`src/port_pins_cfg.svh`:
```
// Constants for the six-port pin block: offsets, fields, pin positions
`ifndef PORT_PINS_CFG_SVH
`define PORT_PINS_CFG_SVH

// ==========================================================
// Register offsets
`define ADDR_DATA 8'h00
`define ADDR_DIR 8'h08
`define ADDR_PU 8'h10
`define ADDR_ALT 8'h18
`define ADDR_EDGE 8'h19
`define ADDR_STAT 8'h1a
`define ADDR_MASK 8'h1b
`define NUM_PORTS 6
`define LAST_PORT 3'h5

// ==========================================================
// Reset values
`define RST_BYTE 8'h00
`define RST_ALT 5'h00
`define RST_EDGE 6'h00
`define RST_STAT 4'h0

// ==========================================================
// Port widths as masks
`define MASK_8 8'hff
`define MASK_3 8'h07
`define MASK_4 8'h0f

// ==========================================================
// Flat pin positions
`define PIN_C0 16
`define PIN_C1 17
`define PIN_C2 18
`define PIN_D0 19
`define PIN_E0 22
`define PIN_F0 30
`define PIN_F1 31
`define NUM_PINS 34

// ==========================================================
// Alternate control fields
`define ALT_SER_EN 0
`define ALT_ASYNC 1
`define ALT_SCK_MST 2
`define ALT_TMR8_OUT 3
`define ALT_TMR16_OUT 4

// ==========================================================
// Status fields
`define ST_KEY 3

`endif

```
`src/port_pkg.sv`:
```
// Types shared by the six-port pin block
package port_pkg;

	typedef enum logic [1:0]
	{
		EDGE_OFF = 2'b00,
		EDGE_RISE = 2'b01,
		EDGE_FALL = 2'b10,
		EDGE_BOTH = 2'b11
	} edge_e;

	typedef struct packed
	{
		logic [7:0] addr;
		logic [7:0] wdata;
		logic wr;
		logic rd;
	} reg_req_s;

	typedef struct packed
	{
		logic [33:0] o;
		logic [33:0] oe;
		logic [33:0] pu;
	} pin_drive_s;

	typedef struct packed
	{
		logic ser_clk;
		logic ser_data;
		logic tmr8;
		logic tmr16;
	} periph_drive_s;

	typedef struct packed
	{
		logic sync_serial_clock;
		logic async_serial_clock_in;
		logic sync_serial_in;
		logic timer8_count_in;
		logic capture_trigger_in;
		logic [7:0] key_return_inputs;
		logic [2:0] ext_irq;
	} alt_in_s;

endpackage : port_pkg

```
`src/port_pins_with_alternates.sv`:
```
// Six general-purpose ports with pull-ups, alternates and pin interrupts
`timescale 1ns/1ps
`include "port_pins_cfg.svh"

// Functional notes
// - Direction set per bit by software
// - Pull-up only acts on input pins
// - Ports A, B, E are eight bits
// - Ports C and D are three bits
// - Port F is four bits
// - External interrupts: rising, falling or both
// - C bit0 is serial clock, both modes
// - Async mode: clock pin input only
// - C bit2 is serial data input
// - C bit1 is serial data output
// - Alternate output pins reset as inputs
// - F bit0 feeds timer8 count input
// - F bit0 alternatively drives timer8 output
// - F bit1 drives timer16 output
// - D bit2 is irq c and capture
// - Port E pins are key-return inputs
module port_pins_with_alternates
	import port_pkg::*;
(
	input wire logic clock,
	input wire logic rst_n,
	input wire reg_req_s bus,
	output logic [7:0] rd_data,
	input wire logic [33:0] pin_in,
	output pin_drive_s pins,
	input wire periph_drive_s periph,
	output alt_in_s to_periph,
	output logic irq
);

	// ======================================================
	// Decoding helpers
	function automatic logic hit(input logic [7:0] a,
		input logic [7:0] base);
		hit = (a[7:3] == base[7:3]) && (a[2:0] <= `LAST_PORT);
	endfunction : hit

	function automatic logic [7:0] port_mask(input logic [2:0] i);
		case (i)
			3'h2, 3'h3: port_mask = `MASK_3;
			3'h5: port_mask = `MASK_4;
			default: port_mask = `MASK_8;
		endcase
	endfunction : port_mask

	function automatic logic [33:0] pack_ports(
		input logic [7:0] p [`NUM_PORTS]);
		pack_ports = {p[5][3:0], p[4], p[3][2:0], p[2][2:0],
			p[1], p[0]};
	endfunction : pack_ports

	function automatic logic [7:0] port_slice(input logic [33:0] v,
		input logic [2:0] i);
		case (i)
			3'h0: port_slice = v[7:0];
			3'h1: port_slice = v[15:8];
			3'h2: port_slice = {5'h00, v[18:16]};
			3'h3: port_slice = {5'h00, v[21:19]};
			3'h4: port_slice = v[29:22];
			3'h5: port_slice = {4'h0, v[33:30]};
			default: port_slice = 8'h00;
		endcase
	endfunction : port_slice

	// ======================================================
	// Pin synchronisers and edge history
	logic [33:0] sync1_r;
	logic [33:0] sync2_r;
	logic [33:0] hist_r;

	always_ff @(posedge clock)
	begin
		if (!rst_n)
		begin
			sync1_r <= '0;
			sync2_r <= '0;
			hist_r <= '0;
		end
		else
		begin
			sync1_r <= pin_in;
			sync2_r <= sync1_r;
			hist_r <= sync2_r;
		end
	end

	// ======================================================
	// Register file
	logic [7:0] latch_r [`NUM_PORTS];
	logic [7:0] latch_nxt [`NUM_PORTS];
	logic [7:0] dir_r [`NUM_PORTS];
	logic [7:0] dir_nxt [`NUM_PORTS];
	logic [7:0] pu_r [`NUM_PORTS];
	logic [7:0] pu_nxt [`NUM_PORTS];
	logic [4:0] alt_r;
	logic [4:0] alt_nxt;
	logic [5:0] edge_r;
	logic [5:0] edge_nxt;
	logic [3:0] status_r;
	logic [3:0] status_nxt;
	logic [3:0] mask_r;
	logic [3:0] mask_nxt;
	logic [7:0] rd_nxt;
	logic irq_nxt;
	logic [33:0] latch_v;
	logic [33:0] dir_v;
	logic [33:0] pu_v;
	logic [33:0] read_v;
	logic [3:0] events;
	logic [2:0] pidx;

	assign latch_v = pack_ports(latch_r);
	assign dir_v = pack_ports(dir_r);
	assign pu_v = pack_ports(pu_r);
	assign pidx = bus.addr[2:0];
	// Outputs reflect the latch; inputs reflect the synchronised pin
	assign read_v = (dir_v & latch_v) | (~dir_v & sync2_r);

	// One edge detector per external interrupt line
	genvar g;
	generate
		for (g = 0; g < 3; g++)
		begin : g_ext
			logic rise;
			logic fall;
			edge_e sel;
			assign rise = sync2_r[`PIN_D0 + g] & ~hist_r[`PIN_D0 + g];
			assign fall = ~sync2_r[`PIN_D0 + g] & hist_r[`PIN_D0 + g];
			assign sel = edge_e'(edge_r[2 * g +: 2]);
			assign events[g] = (sel[0] & rise) | (sel[1] & fall);
		end
	endgenerate

	// Any falling key line among the input pins of port E
	assign events[`ST_KEY] = |(hist_r[29:22] & ~sync2_r[29:22]
		& ~dir_v[29:22]);

	always_comb
	begin
		latch_nxt = latch_r;
		dir_nxt = dir_r;
		pu_nxt = pu_r;
		alt_nxt = alt_r;
		edge_nxt = edge_r;
		mask_nxt = mask_r;
		rd_nxt = 8'h00;
		if (bus.wr)
		begin
			if (hit(bus.addr, `ADDR_DATA))
				latch_nxt[pidx] = bus.wdata & port_mask(pidx);
			else if (hit(bus.addr, `ADDR_DIR))
				dir_nxt[pidx] = bus.wdata & port_mask(pidx);
			else if (hit(bus.addr, `ADDR_PU))
				pu_nxt[pidx] = bus.wdata & port_mask(pidx);
			else if (bus.addr == `ADDR_ALT)
				alt_nxt = bus.wdata[4:0];
			else if (bus.addr == `ADDR_EDGE)
				edge_nxt = bus.wdata[5:0];
			else if (bus.addr == `ADDR_MASK)
				mask_nxt = bus.wdata[3:0];
		end
		// A new event beats a write-one clear in the same cycle
		status_nxt = status_r;
		if (bus.wr && bus.addr == `ADDR_STAT)
			status_nxt = status_r & ~bus.wdata[3:0];
		status_nxt = status_nxt | events;
		if (bus.rd)
		begin
			if (hit(bus.addr, `ADDR_DATA))
				rd_nxt = port_slice(read_v, pidx);
			else if (hit(bus.addr, `ADDR_DIR))
				rd_nxt = dir_r[pidx];
			else if (hit(bus.addr, `ADDR_PU))
				rd_nxt = pu_r[pidx];
			else if (bus.addr == `ADDR_ALT)
				rd_nxt = {3'h0, alt_r};
			else if (bus.addr == `ADDR_EDGE)
				rd_nxt = {2'h0, edge_r};
			else if (bus.addr == `ADDR_STAT)
				rd_nxt = {4'h0, status_r};
			else if (bus.addr == `ADDR_MASK)
				rd_nxt = {4'h0, mask_r};
		end
		irq_nxt = |(status_nxt & mask_nxt);
	end

	always_ff @(posedge clock)
	begin
		if (!rst_n)
		begin
			for (int i = 0; i < `NUM_PORTS; i++)
			begin
				latch_r[i] <= `RST_BYTE;
				dir_r[i] <= `RST_BYTE;
				pu_r[i] <= `RST_BYTE;
			end
			alt_r <= `RST_ALT;
			edge_r <= `RST_EDGE;
			status_r <= `RST_STAT;
			mask_r <= `RST_STAT;
			rd_data <= 8'h00;
			irq <= 1'b0;
		end
		else
		begin
			latch_r <= latch_nxt;
			dir_r <= dir_nxt;
			pu_r <= pu_nxt;
			alt_r <= alt_nxt;
			edge_r <= edge_nxt;
			status_r <= status_nxt;
			mask_r <= mask_nxt;
			rd_data <= rd_nxt;
			irq <= irq_nxt;
		end
	end

	// ======================================================
	// Pin drive with alternate overrides
	pin_drive_s pins_nxt;
	logic ser_en;
	logic clk_in_only;

	assign ser_en = alt_r[`ALT_SER_EN];
	// Async or slave clocking keeps the clock pin undriven
	assign clk_in_only = alt_r[`ALT_ASYNC] | ~alt_r[`ALT_SCK_MST];

	always_comb
	begin
		pins_nxt.o = latch_v;
		pins_nxt.oe = dir_v;
		// Alternates only reach a pin whose direction is output,
		// so after reset every such pin floats as an input
		if (ser_en && !clk_in_only)
			pins_nxt.o[`PIN_C0] = periph.ser_clk;
		if (ser_en && clk_in_only)
			pins_nxt.oe[`PIN_C0] = 1'b0;
		if (ser_en)
			pins_nxt.o[`PIN_C1] = periph.ser_data;
		if (alt_r[`ALT_TMR8_OUT])
			pins_nxt.o[`PIN_F0] = periph.tmr8;
		if (alt_r[`ALT_TMR16_OUT])
			pins_nxt.o[`PIN_F1] = periph.tmr16;
		pins_nxt.pu = pu_v & ~pins_nxt.oe;
	end

	always_ff @(posedge clock)
	begin
		if (!rst_n)
			pins <= '0;
		else
			pins <= pins_nxt;
	end

	// ======================================================
	// Inputs handed to the peripherals, all from synchronisers
	assign to_periph.sync_serial_clock = sync2_r[`PIN_C0];
	assign to_periph.async_serial_clock_in = sync2_r[`PIN_C0];
	assign to_periph.sync_serial_in = sync2_r[`PIN_C2];
	assign to_periph.timer8_count_in = sync2_r[`PIN_F0];
	assign to_periph.capture_trigger_in = sync2_r[`PIN_D0 + 2];
	assign to_periph.key_return_inputs = sync2_r[29:22];
	assign to_periph.ext_irq = sync2_r[21:19];
endmodule : port_pins_with_alternates

```
`config.mk`:
```
export PLATFORM = sky130hd
export DESIGN_NAME = port_pins_with_alternates
export DESIGN_NICKNAME = d
export VERILOG_FILES = /design/src/port_pkg.sv /design/src/port_pins_with_alternates.sv
export VERILOG_INCLUDE_DIRS = /design/src /design/src/src
export SDC_FILE = /design/constraint.sdc
export NUM_CORES = 1
export LEC_CHECK = 0
export ABC_AREA = 1
export BUFFER_PORTS_ARGS = -buffer_cell sky130_fd_sc_hd__buf_4
export CAP_MARGIN = 20
export CELL_PAD_IN_SITES_DETAIL_PLACEMENT = 1
export CELL_PAD_IN_SITES_GLOBAL_PLACEMENT = 2
export CORE_MARGIN = 2
export CORE_UTILIZATION = 35
export CTS_CLUSTER_DIAMETER = 60
export DETAILED_ROUTE_END_ITERATION = 10
export PLACE_DENSITY_LB_ADDON = 0.1
export RECOVER_POWER = 100
export SLEW_MARGIN = 20
export SYNTH_ARGS = -nofsm -noshare
export SYNTH_HDL_FRONTEND = slang
export SYNTH_SLANG_ARGS = --single-unit
```
`constraint.sdc`:
```
create_clock -name clock -period 2.8 [get_ports clock]
set_clock_uncertainty 0.1 [all_clocks]
set_input_delay 0 -clock clock [delete_from_list [all_inputs] [get_ports clock]]
set_output_delay 0 -clock clock [all_outputs]
set_load 0.05 [all_outputs]
```
======== Yosys cells after proc, flatten, opt, wreduce, memory -nomap -nowiden ========
Index checks and enable logic that the tools add are counted.
storage, ports and cells
  output and inout bits ................... 127
  memories ................................ 0
  register bits ........................... 372
  bits in latches ......................... 0
  word-level logic and storage cells ...... 150
  bits in read-only memories .............. 0
  RAM bits ................................ 0
cells by class
  $add $sub $neg .......................... 0
  multiplexer cells ....................... 42
  multipliers ............................. 0
  $lt $le $gt $ge ......................... 3
  shift-type cells ........................ 0
  bitwise logic cells ..................... 45
  div/mod/pow operators ................... 0
  reduce and logical (&&, ||, !) cells .... 19
  equality and inequality tests ........... 11
operators with widths
  operator                                                         number
  48-bit bitwise mux                                               3
  8-bit two-way mux                                                17
  34-bit bitwise AND                                               3
  34-bit inverter                                                  2
  8-bit binary-select mux with 3-bit select                        2
  8-bit one-hot mux with 6 select lines                            1
  8-bit bitwise AND                                                5
  4-bit two-way mux                                                10
  34-bit bitwise OR                                                1
  8-bit by 5-bit == test with 1-bit output, second input constant  4
  8-bit demux with 3-bit select                                    1
  8-bit inverter                                                   2
  8-bit one-hot mux with 2 select lines                            1
  1-bit bitwise AND                                                12
  6-bit two-way mux                                                2
  1-bit inverter                                                   11
  4-bit bitwise AND                                                2
  8-bit OR reduction                                               1
  1-bit logical AND                                                7
  3-bit by 2-bit == test with 1-bit output, second input constant  2
  3-bit == test, second input constant                             2
  6-bit AND reduction                                              1
  5-bit by 1-bit == test with 1-bit output, second input constant  1
  5-bit by 2-bit == test with 1-bit output, second input constant  1
  18 further kinds                                                 26

======== Logic depth before layout (Yosys ltp) ========
Gate-level depths: netlist of the first run.
  depth in word-level cells ............... 10
  mapped depth ............................ 12
  depth with buffers taken out ............ 11

======== Worst setup path after synthesis of the first run ========
OpenSTA, ideal clock, no wires.
  path type ............................... input -> register
  from .................................... input port bus[15] (netlist bit)
  to ...................................... register latch_r[39] (netlist bit)
  cell stages on the path ................. 9
  data arrival time ....................... 1223 ps
  path slack .............................. 1357 ps
  setup time .............................. 119 ps
  cells stage by stage .................... nor2_1 nand4_4 nor2_4 nand2_1 inv_2 nand2_1 buf_2 o21ai_0 a21oi_1
between the ends
  word-level cells in the longest chain between the ends .. 3
ends and longest elaborated chain
  element                               line                              text
  start, declared                       port_pins_with_alternates.sv:27   input wire reg_req_s bus,
  5-bit zero test                       port_pins_with_alternates.sv:40   hit = (a[7:3] == base[7:3]) && (a[2:0] <= `LAST_PORT);
  1-bit logical AND                     port_pins_with_alternates.sv:40
  2-bit AND reduction (no source line)  --
  end signal, assigned by index         port_pins_with_alternates.sv:198  latch_r[i] <= `RST_BYTE;
  end signal, assigned                  port_pins_with_alternates.sv:211  latch_r <= latch_nxt;
  end, declared                         port_pins_with_alternates.sv:94   logic [7:0] latch_r [`NUM_PORTS];
No other way between the ends.
A chain may end at the register's enable or synchronous reset.

======== Worst setup path after layout of the first run ========
  from .................................... input port bus[12] (netlist bit)
  to ...................................... register edge_r[5]
between the ends
  word-level cells in the longest chain between the ends .. 4
ends and longest elaborated chain
  element                                          line                              text
  3-bit less-or-equal comparator (no source line)  --
  1-bit logical AND                                port_pins_with_alternates.sv:40
  1-bit inverter (no source line)                  --
  6-bit AND reduction (no source line) *           --
  end signal, assigned                             port_pins_with_alternates.sv:203  edge_r <= `RST_EDGE;
  end signal, assigned                             port_pins_with_alternates.sv:215  edge_r <= edge_nxt;
  end, declared                                    port_pins_with_alternates.sv:102  logic [5:0] edge_r;
Mark *: on every way between the ends. The rest lies on a longest branch, timed or not.

==> results.txt, run 1 <==
Antenna diode count -> 0
CORE AREA -> 35,500 um^2
Synth-to-layout area growth -> 23.8%
Hold Path Depth -> 6
PwrDens -> 676 nW/um^2
Setup TNS -> 0 ns
Relative slew slack -> 12.5%
Die area -> 37,400 um^2
Status -> finished clean
Initial Utilization -> 35.4%
Fin crit period -> 2.55 ns
Wire length per cell -> 18.6 um
Count leader, synth -> nand2_1
Post-synth cell types -> 24
Clock Path Buffers -> 3
Post-synthesis sequential area ratio -> 54.1%
DR vias/cell -> 4.71
Synth Register Bits -> 339
Hold Path Class -> input port to flop
Port-buffer cells -> 184
Ranking of synthesized cells by area -> dfxtp_1 54%, nand2_1 12%, inv_1 8.8%
HP Start -> bus[17]
Hold Vio Cnt, Final -> 0
CP Class -> input port to flop
Reg clk slew, reported paths -> 0.06 ns
Reg2reg end -> rd_data[2]
Compound-cell area share of the yosys netlist -> 13.3%
H-Tree Depth -> 2
F_max -> 0.392 GHz
Ys async rst share -> 0%
Grt total ovfl -> 0
Final Routed Wirelength -> 44,000 um
Post-DP HPWL -> 31,600 um
Synth Instances -> 1,670
Origin of the critical flop-to-flop path -> dir_r[42]
WHS -> 0.0596 ns
DRC viols -> 0
Avg Inst Size Synth -> 7.52 um^2
Num rows -> 69
Critical-path cell list -> dlygate4sd3_1, buf_4, nor2_2, inv_1, nor2_2, nand2_1, o21ai_0, nor2_1, dlygate4sd3_1
Yosys Warn Count -> 0
Total Routing Usage GR -> 23.3%
RSZ-0062 raised after global routing -> no
Number of CTS-inserted buffers -> 39
Synthesized Nets -> 1,728
Top cell type's share of synthesized area -> 54.1%
Chip width -> 193 um
Final Max Slew Viols -> 0
Largest area contributor in the netlist -> dfxtp_1
Commonest cells post-synth -> 402 x nand2_1, 339 x dfxtp_1, 293 x inv_1
Share of layout cells above drive strength 1 -> 7.55%
First-pass GRT wire length -> 67,400 um
Required @ worst endpoint -> 3.11 ns
Post-Synth XOR/XNOR Area -> 0%
Detail Route met3 WL -> 1990 um
Worst-Margin Slew -> 1.31 ns
Met2 wire length -> 20,300 um
Largest family of logic cells by synthesized area -> simple AND/OR/NAND/NOR gates
Mux contribution to synthesized area -> 0%
Critical path's slowest cell -> dlygate4sd3_1
EDFF count, synth -> 0
Maximum number of pins on one net before global-route repair -> 112
Drt first pass iters -> 5
NumNets Final -> 1,940
Post-route ant nets -> 0
Detailed-route via count -> 11,200
Clock root cell -> clkbuf_16
Routed metal-1 wirelength -> 20,700 um
Vias in the first global route -> 11,400
Num Clock Sinks -> 339
Final worst path period share -> 91.0%
Hold path endpoint -> mask_r[3]
Max cap viols -> 0
Critical path fanouts, max -> 12
Die H -> 193 um
CP max stage delay -> 0.57 ns
Clk_lat worst skew -> 0.54 ns
Clock tree from TritonCTS -> built
DR top layer -> met5
R2r setup slk -> 0.94 ns
Worst EP arrival -> 2.86 ns
CP Launch Type -> input port
Initial antenna violation count -> 1
Max VDD drop -> 0.436 mV
Top_reg_cell synth -> dfxtp_1
Post-Synth Simple-Gate Area -> 20.3%
Final Setup Violations -> 0
Gpl congestion -> 0.830
Crit path capture type -> flop
Reg2Reg Depth -> 10
Synth Area in Adders -> 0%
I/O pin cnt -> 185
Leakage power -> 7.22 nW
Mapped Area -> 12,600 um^2
DR iter-0 viols -> 612
state kept, by name, summed over array words and instances, names as in the netlist, 6 cells and up:
signal   cells
dir_r       48
edge_r       6
hist_r      11
latch_r     34
pins       102
pu_r        48
rd_data      8
sync1_r     34
sync2_r     34
per-stage QoR:
step / instances / utilization, % / power [mW] / setup slack, ns / instance area [um^2]
after floorplan: 1670 / - / 5.29 / 1.36 / 12600
after global placement: 2245 / 40.1 / 5.50 / 0.511 / 14200
after detailed placement: 2245 / 40.1 / 5.50 / 0.481 / 14200
after CTS: 2368 / 45.3 / 10.6 / 0.400 / 16100
after global routing: 2368 / 43.8 / 10.9 / 0.114 / 15500
final: 2368 / 43.8 / 10.5 / 0.252 / 15500
kinds of logic (layout without fill, tap and decap cells):
group	after synthesis	in the layout
flops	339	339
compound gates	327	327
simple gates	619	619
buf+inv	385	622
layout by cell type, fill, tap and decap left out, types with 37 or more instances in the layout:
cell	netlist	layout
a21oi_1	145	145
buf_4	19	64
clkbuf_1	47	138
clkbuf_16	0	41
dfxtp_1	339	339
dlygate4sd3_1	0	57
inv_1	293	299
nand2_1	402	404
nand3_1	52	52
nor2_1	96	101
nor3_1	37	37
o21ai_0	154	158
critical path: cells and delay by family:
family                 cells  cell delay [ns]
AO/OA/AOI/OAI              1             0.24
buffers and inverters      4             1.50
AND/OR/NAND/NOR            4             1.12
final cells by class:
class / count / area, um^2
repair buffers: 253 / 1590
clock buffers: 57 / 1150
multi-input cells: 946 / 4190
fillers: 4409 / 19900
inverters: 303 / 1140
well taps: 461 / 577
clock inverters: 9 / 120
flip-flops and latches: 339 / 6790
routing by layer:
metal	up-vias	global-route usage, %
met5	-	0
met4	2	6.79
met3	61	3.96
met2	241	37.8
met1	5287	31.7
li1	5569	-
where the power goes:
| group | switching (mW) | internal (mW) | leakage (nW) |
|---|---|---|---|
| clock | 1.97 | 3.10 | 0.626 |
| combinational | 0.361 | 0.172 | 3.85 |
| sequential | 0.0272 | 4.88 | 2.75 |
| total | 2.36 | 8.15 | 7.22 |
how the worst max path moves through the flow:
stage,startpoint,end,cells past startpoint
after floorplan,bus[15],latch_r[39],9
after global placement,bus[11],irq,12
after detailed placement,bus[11],edge_r[5],9
after CTS,bus[12],edge_r[5],9
after global routing,bus[12],edge_r[5],9
final,bus[12],edge_r[5],9
what timing repair did:
| action | CTS | global route |
|---|---|---|
| gates resized for setup | 0 | 0 |
| buffers inserted | 0 | 0 |
| hold buffers | 57 | 0 |
| endpoints found under the setup margin | 0 | 0 |
| hold endpoints to repair | 158 | 0 |
No activity file was read; power rests on OpenSTA's default activity.
==> run 2: changes to the inputs <==
--- a/config.mk
+++ b/config.mk
@@ -19,3 +19,3 @@
 export RECOVER_POWER = 100
-export SLEW_MARGIN = 20
+export SLEW_MARGIN = 40
 export SYNTH_ARGS = -nofsm -noshare
==> constraint.sdc (replaced) <==
create_clock -name clock -period 2.8 [get_ports clock]
set_clock_uncertainty 0.1 [all_clocks]
set_input_delay 0.28 -clock clock [delete_from_list [all_inputs] [get_ports clock]]
set_output_delay 0.28 -clock clock [all_outputs]
set_load 0.05 [all_outputs]
==> results.txt, run 2 (synthesized netlist as in run 1, its figures left out) <==
Hold Path Class -> input port to flop
Max FFs per register -> 102 (unchanged)
DR top layer -> met4
Clock tree from TritonCTS -> built
Critical-path cell list -> clkbuf_2, inv_1, nand2_1, nor2_2, buf_4, inv_1, nor2_2, o21ai_0, a21oi_1
Detailed-route via count -> 11,300 (+1.1%)
Multi-input gate area -> 4190 um^2 (unchanged)
CP max stage delay -> 0.58 ns (about the same)
Die H -> 193 um (unchanged)
Postcts setup bufs -> 0 (unchanged)
Max cap viols -> 0 (unchanged)
Reg area -> 6790 um^2 (unchanged)
CORE AREA -> 35,500 um^2 (unchanged)
Final worst path period share -> 78.5% (-12 points)
Chip width -> 193 um (unchanged)
Total Routing Usage GR -> 23.6% (+0.36 points)
Wire length per cell -> 18.8 um (+0.93%)
CP Launch Type -> input port
Dpl cells -> 2,259 (+0.62%)
Final Max Slew Viols -> 0 (unchanged)
Gpl congestion -> 0.893 (+7.6%)
Most common cell after layout, fill and taps aside -> nand2_1
PwrDens -> 696 nW/um^2 (+3.0%)
DR iter-0 viols -> 729 (+19%)
Commonest non-fill, non-tap cells in the layout -> 405 x nand2_1, 339 x dfxtp_1, 297 x inv_1
Post-route ant nets -> 0 (unchanged)
Leakage power -> 7.26 nW (+0.51%)
Final Routed Wirelength -> 44,600 um (+1.3%)
Final Setup Violations -> 0 (unchanged)
Critical path fanouts, max -> 16 (+4)
First-pass GRT wire length -> 68,000 um (+0.84%)
Clock root cell -> clkbuf_16
Hold Vio Cnt, Final -> 0 (unchanged)
Crit path capture type -> flop
Critical path's slowest cell -> nor2_2
Met2 wire length -> 20,300 um (-0.13%)
Max VDD drop -> 0.426 mV (-2.3%)
Maximum number of pins on one net before global-route repair -> 91 (-19%)
Reg2Reg Depth -> 8 (-2)
HP Start -> bus[1]
Final worst slack -> 0.601 ns (+0.349 ns)
Num Clock Sinks -> 339 (unchanged)
# fillers -> 4,443 (+0.77%)
DR vias/cell -> 4.75 (+0.81%)
Worst-Margin Slew -> 1.17 ns (-0.146 ns)
Overall power -> 10.9 mW (+3.3%)
Reg clk slew, reported paths -> 0.06 ns (about the same)
Largest registers -> pins x102, dir_r x48, pu_r x48
Worst slack, placed -> 0.351 ns (-0.130 ns)
Clk_lat worst skew -> 0.55 ns (about the same)
F_max -> 0.455 GHz (+16%)
RSZ-0062 raised after global routing -> no
Die area -> 37,400 um^2 (unchanged)
I/O pin cnt -> 185 (unchanged)
CP Class -> input port to flop
Hold Path Depth -> 3 (-3)
Drt first pass iters -> 5 (unchanged)
Number of CTS-inserted buffers -> 42 (+7.7%)
Setup TNS -> 0 ns (unchanged)
Cell area after layout -> 15,600 um^2 (+0.35%)
Area post-placement -> 14,300 um^2 (+0.65%)
Grt total ovfl -> 0 (unchanged)
Non-filler cells in the finished layout -> 2,376 (+0.34%)
Fin crit period -> 2.20 ns (-0.349 ns)
NumNets Final -> 1,942 (+0.10%)
Num rows -> 69 (unchanged)
Share of layout cells above drive strength 1 -> 8.93% (+1.4 points)
Relative slew slack -> 22.2% (+9.7 points)
Crit path from -> bus[11]
Synth-to-layout area growth -> 24.2%
Vias in the first global route -> 11,300 (-0.85%)
Fin util -> 44.0% (+0.15 points)
Status -> finished clean
Post-DP HPWL -> 32,400 um (+2.6%)
Detail Route met3 WL -> 2000 um (+0.35%)
Worst EP arrival -> 2.58 ns (-0.28 ns)
DRC viols -> 0 (unchanged)
Initial antenna violation count -> 0 (-1)
Top reg by flops -> pins
Clock Path Buffers -> 3 (unchanged)
Port-buffer cells -> 184 (unchanged)
WHS -> 0.0713 ns (+0.0118 ns)
H-Tree Depth -> 2 (unchanged)
Initial Utilization -> 35.4% (unchanged)
Routed metal-1 wirelength -> 21,200 um (+2.3%)
Required @ worst endpoint -> 3.18 ns (+0.07 ns)
Origin of the critical flop-to-flop path -> dir_r[34]
[run 2: changes by cell type in the layout (fill, tap and decap cells not counted), sizes merged]
| cell | change |
|---|---|
| buf | +8 |
| clkbuf | +3 |
| clkinv | +3 |
| clkinvlp | +3 |
| diode | +1 |
| dlygate4sd3 | -15 |
| inv | +5 |
[run 2: final cells by class]
cell class / count / share of cell area, %
sequential: 339 / 43.5
multi-input combinational: 946 / 26.9
timing repair buffer: 252 / 9.74
clock buffer: 54 / 7.55
inverter: 303 / 7.29
tap: 461 / 3.70
clock inverter: 20 / 1.34
antenna: 1 / 0.0160
[run 2: worst max-delay path, delay by kind of cell]
kind | cells | cell delay (ns)
and+or+nand+nor | 3 | 1.01
AOI/OAI and AO/OA | 2 | 0.35
buffers and inverters | 4 | 0.93
[run 2: worst paths after layout]
path              slack (ns)     endpoint
setup / recovery        0.60    dir_r[34]
hold / removal          0.07  status_r[1]
setup reg to reg        0.94   rd_data[2]
hold reg to reg         0.31   sync2_r[3]
[run 2: report_power, final]
part / internal (mW) / switching, mW / leakage, nW
sequential: 4.88 / 0.0270 / 2.75
combinational: 0.166 / 0.364 / 3.83
clock: 3.27 / 2.16 / 0.684
total: 8.31 / 2.55 / 7.26
[run 2: routing by layer]
layer	up-vias	global-route usage [%]
met5	-	0
met4	0	7.35
met3	67	3.75
met2	253	38.0
met1	5393	32.5
li1	5575	-
[run 2: what timing repair did]
| action | CTS | global route |
|---|---|---|
| resized for setup | 0 | 0 |
| hold buffers | 42 | 0 |
| hold endpoints to repair | 45 | 0 |
==> run 3: changes to the inputs <==
Settings changed: CORE_UTILIZATION 35 to 29.
Clock period 2.8 ns to 1.78 ns, I/O delays scaled along.
==> results.txt, run 3 (synthesized netlist as in run 1, its figures left out) <==
Final worst slack -> 0.118 ns (-0.482 ns)
Buf+Inv Stages, Crit Path -> 1 (-3)
Most common cell after layout, fill and taps aside -> nand2_1
Critical path fanouts, max -> 5 (-11)
PwrDens -> 1010 nW/um^2 (+46%)
Area post-placement -> 15,400 um^2 (+7.3%)
Worst EP arrival -> 1.38 ns (-1.20 ns)
RSZ-0062 raised after global routing -> no
Kind of cell adding the most delay to the critical path -> flip-flops
Chip width -> 212 um (+9.7%)
Crit path capture type -> output port
Synth-to-layout area growth -> 33.4%
Fin crit period -> 1.66 ns
Required @ worst endpoint -> 1.50 ns (-1.68 ns)
First-pass GRT wire length -> 72,100 um (+6.0%)
Final Setup Violations -> 0 (unchanged)
Non-filler cells in the finished layout -> 2,615 (+10%)
Leakage power -> 8.03 nW (+11%)
Max FFs per register -> 102 (unchanged)
Worst slack, placed -> -0.168 ns (-0.519 ns)
H-Tree Depth -> 2 (unchanged)
Die H -> 212 um (+9.7%)
Initial Utilization -> 29.3% (-6.1 points)
Num rows -> 76 (+10%)
Grt total ovfl -> 0 (unchanged)
Overall power -> 17.0 mW (+57%)
Clock tree from TritonCTS -> built
CP Depth -> 1 (-8)
Vias in the first global route -> 12,000 (+6.5%)
Detail Route met3 WL -> 1640 um (-18%)
Relative slew slack -> 54.6% (+32 points)
Hold Vio Cnt, Final -> 0 (unchanged)
CORE AREA -> 42,900 um^2 (+21%)
Largest registers -> pins x102, dir_r x48, pu_r x48
Number of CTS-inserted buffers -> 42 (unchanged)
Max VDD drop -> 0.621 mV (+46%)
Die area -> 45,000 um^2 (+20%)
Port-buffer cells -> 184 (unchanged)
Maximum number of pins on one net before global-route repair -> 106 (+16%)
Wire length per cell -> 18.4 um (-1.9%)
Gpl congestion -> 0.805 (-9.9%)
Final Routed Wirelength -> 48,100 um (+8.0%)
Detailed-route via count -> 11,700 (+3.4%)
Routed metal-1 wirelength -> 23,400 um (+10%)
Clk_lat worst skew -> 0.56 ns (about the same)
Antenna diode count -> 0 (-1)
Fin util -> 39.1% (-4.9 points)
Critical path's slowest cell -> dfxtp_1
DR vias/cell -> 4.46 (-6.1%)
Commonest non-fill, non-tap cells in the layout -> 403 x nand2_1, 337 x dfxtp_1, 296 x inv_1
Cell area after layout -> 16,800 um^2 (+7.4%)
Drt first pass iters -> 4 (-1)
CP max stage delay -> 0.47 ns (-0.11 ns)
Met2 wire length -> 21,700 um (+7.0%)
Clock root cell -> clkbuf_16
WHS -> 0.137 ns (+0.0657 ns)
DR iter-0 viols -> 615 (-16%)
Num Clock Sinks -> 339 (unchanged)
Post-route ant nets -> 0 (unchanged)
NumNets Final -> 2,056 (+5.9%)
Reg2Reg Depth -> 10 (+2)
Share of layout cells above drive strength 1 -> 17.2% (+8.3 points)
Critical-path cell list -> clkbuf_2
Setup TNS -> 0 ns (unchanged)
Final worst path period share -> 93.3%
Worst-Margin Slew -> 0.680 ns (-0.486 ns)
F_max -> 0.602 GHz
Hold Path Class -> input port to flop
Dpl cells -> 2,490 (+10%)
Status -> finished clean
I/O pin cnt -> 185 (unchanged)
Reg clk slew, reported paths -> 0.06 ns (about the same)
Final Max Slew Viols -> 0 (unchanged)
Post-DP HPWL -> 36,400 um (+12%)
Hold Path Depth -> 5 (+2)
CP Class -> flop to output port
Top reg by flops -> pins
Max cap viols -> 0 (unchanged)
Clock Path Buffers -> 3 (unchanged)
DR top layer -> met4
CP Launch Type -> flop
DRC viols -> 0 (unchanged)
Initial antenna violation count -> 0 (unchanged)
Total Routing Usage GR -> 21.6% (-2.0 points)
run 3: cell count changes in the layout (fill, tap and decap cells not counted), sizes merged:
cell,change
diode,-1
bufinv,-2
clkinv,-3
dlygate4sd3,+7
buf,+92
clkinvlp,+1
clkbuf,+23
inv,-2
run 3: metal layers:
metal	vias up	global-route usage, %
met3	64	2.85
met5	-	0
met2	210	34.4
met4	0	8.04
li1	5803	-
met1	5590	29.7
run 3: worst paths after layout:
check / start / to / slack [ns]
worst max-delay path: sync2_r[20] / to_periph[1] / 0.12
worst min register to register: sync1_r[26] / sync2_r[26] / 0.31
worst max register to register: sync2_r[27] / irq / 0.12
worst min-delay path: bus[13] / alt_r[4] / 0.14
run 3: report_power, final:
part / internal, mW / switching (mW)
sequential: 7.68 / 0.0429
combinational: 0.361 / 0.609
clock: 4.94 / 3.37
run 3: final cells by class:
class	count	area, um^2
clock inverter	14	123
sequential	339	6790
tap	585	732
inverter	303	1140
timing repair buffer	366	2530
multi-input combinational	946	4220
clock buffer	62	1230
fill	5238	26100
run 3: worst min-delay path, delay by kind of cell:
kind	cells	cell delay (ns)
and+or+nand+nor	3	0.29
buffers and inverters	2	0.28
run 3: what timing repair did:
item                                    in CTS  in global routing
resized for setup                            0                  2
hold endpoints to repair                    84                  0
hold buffers                                49                  0
setup buffers                                0                  0
endpoints found under the setup margin       0                  2
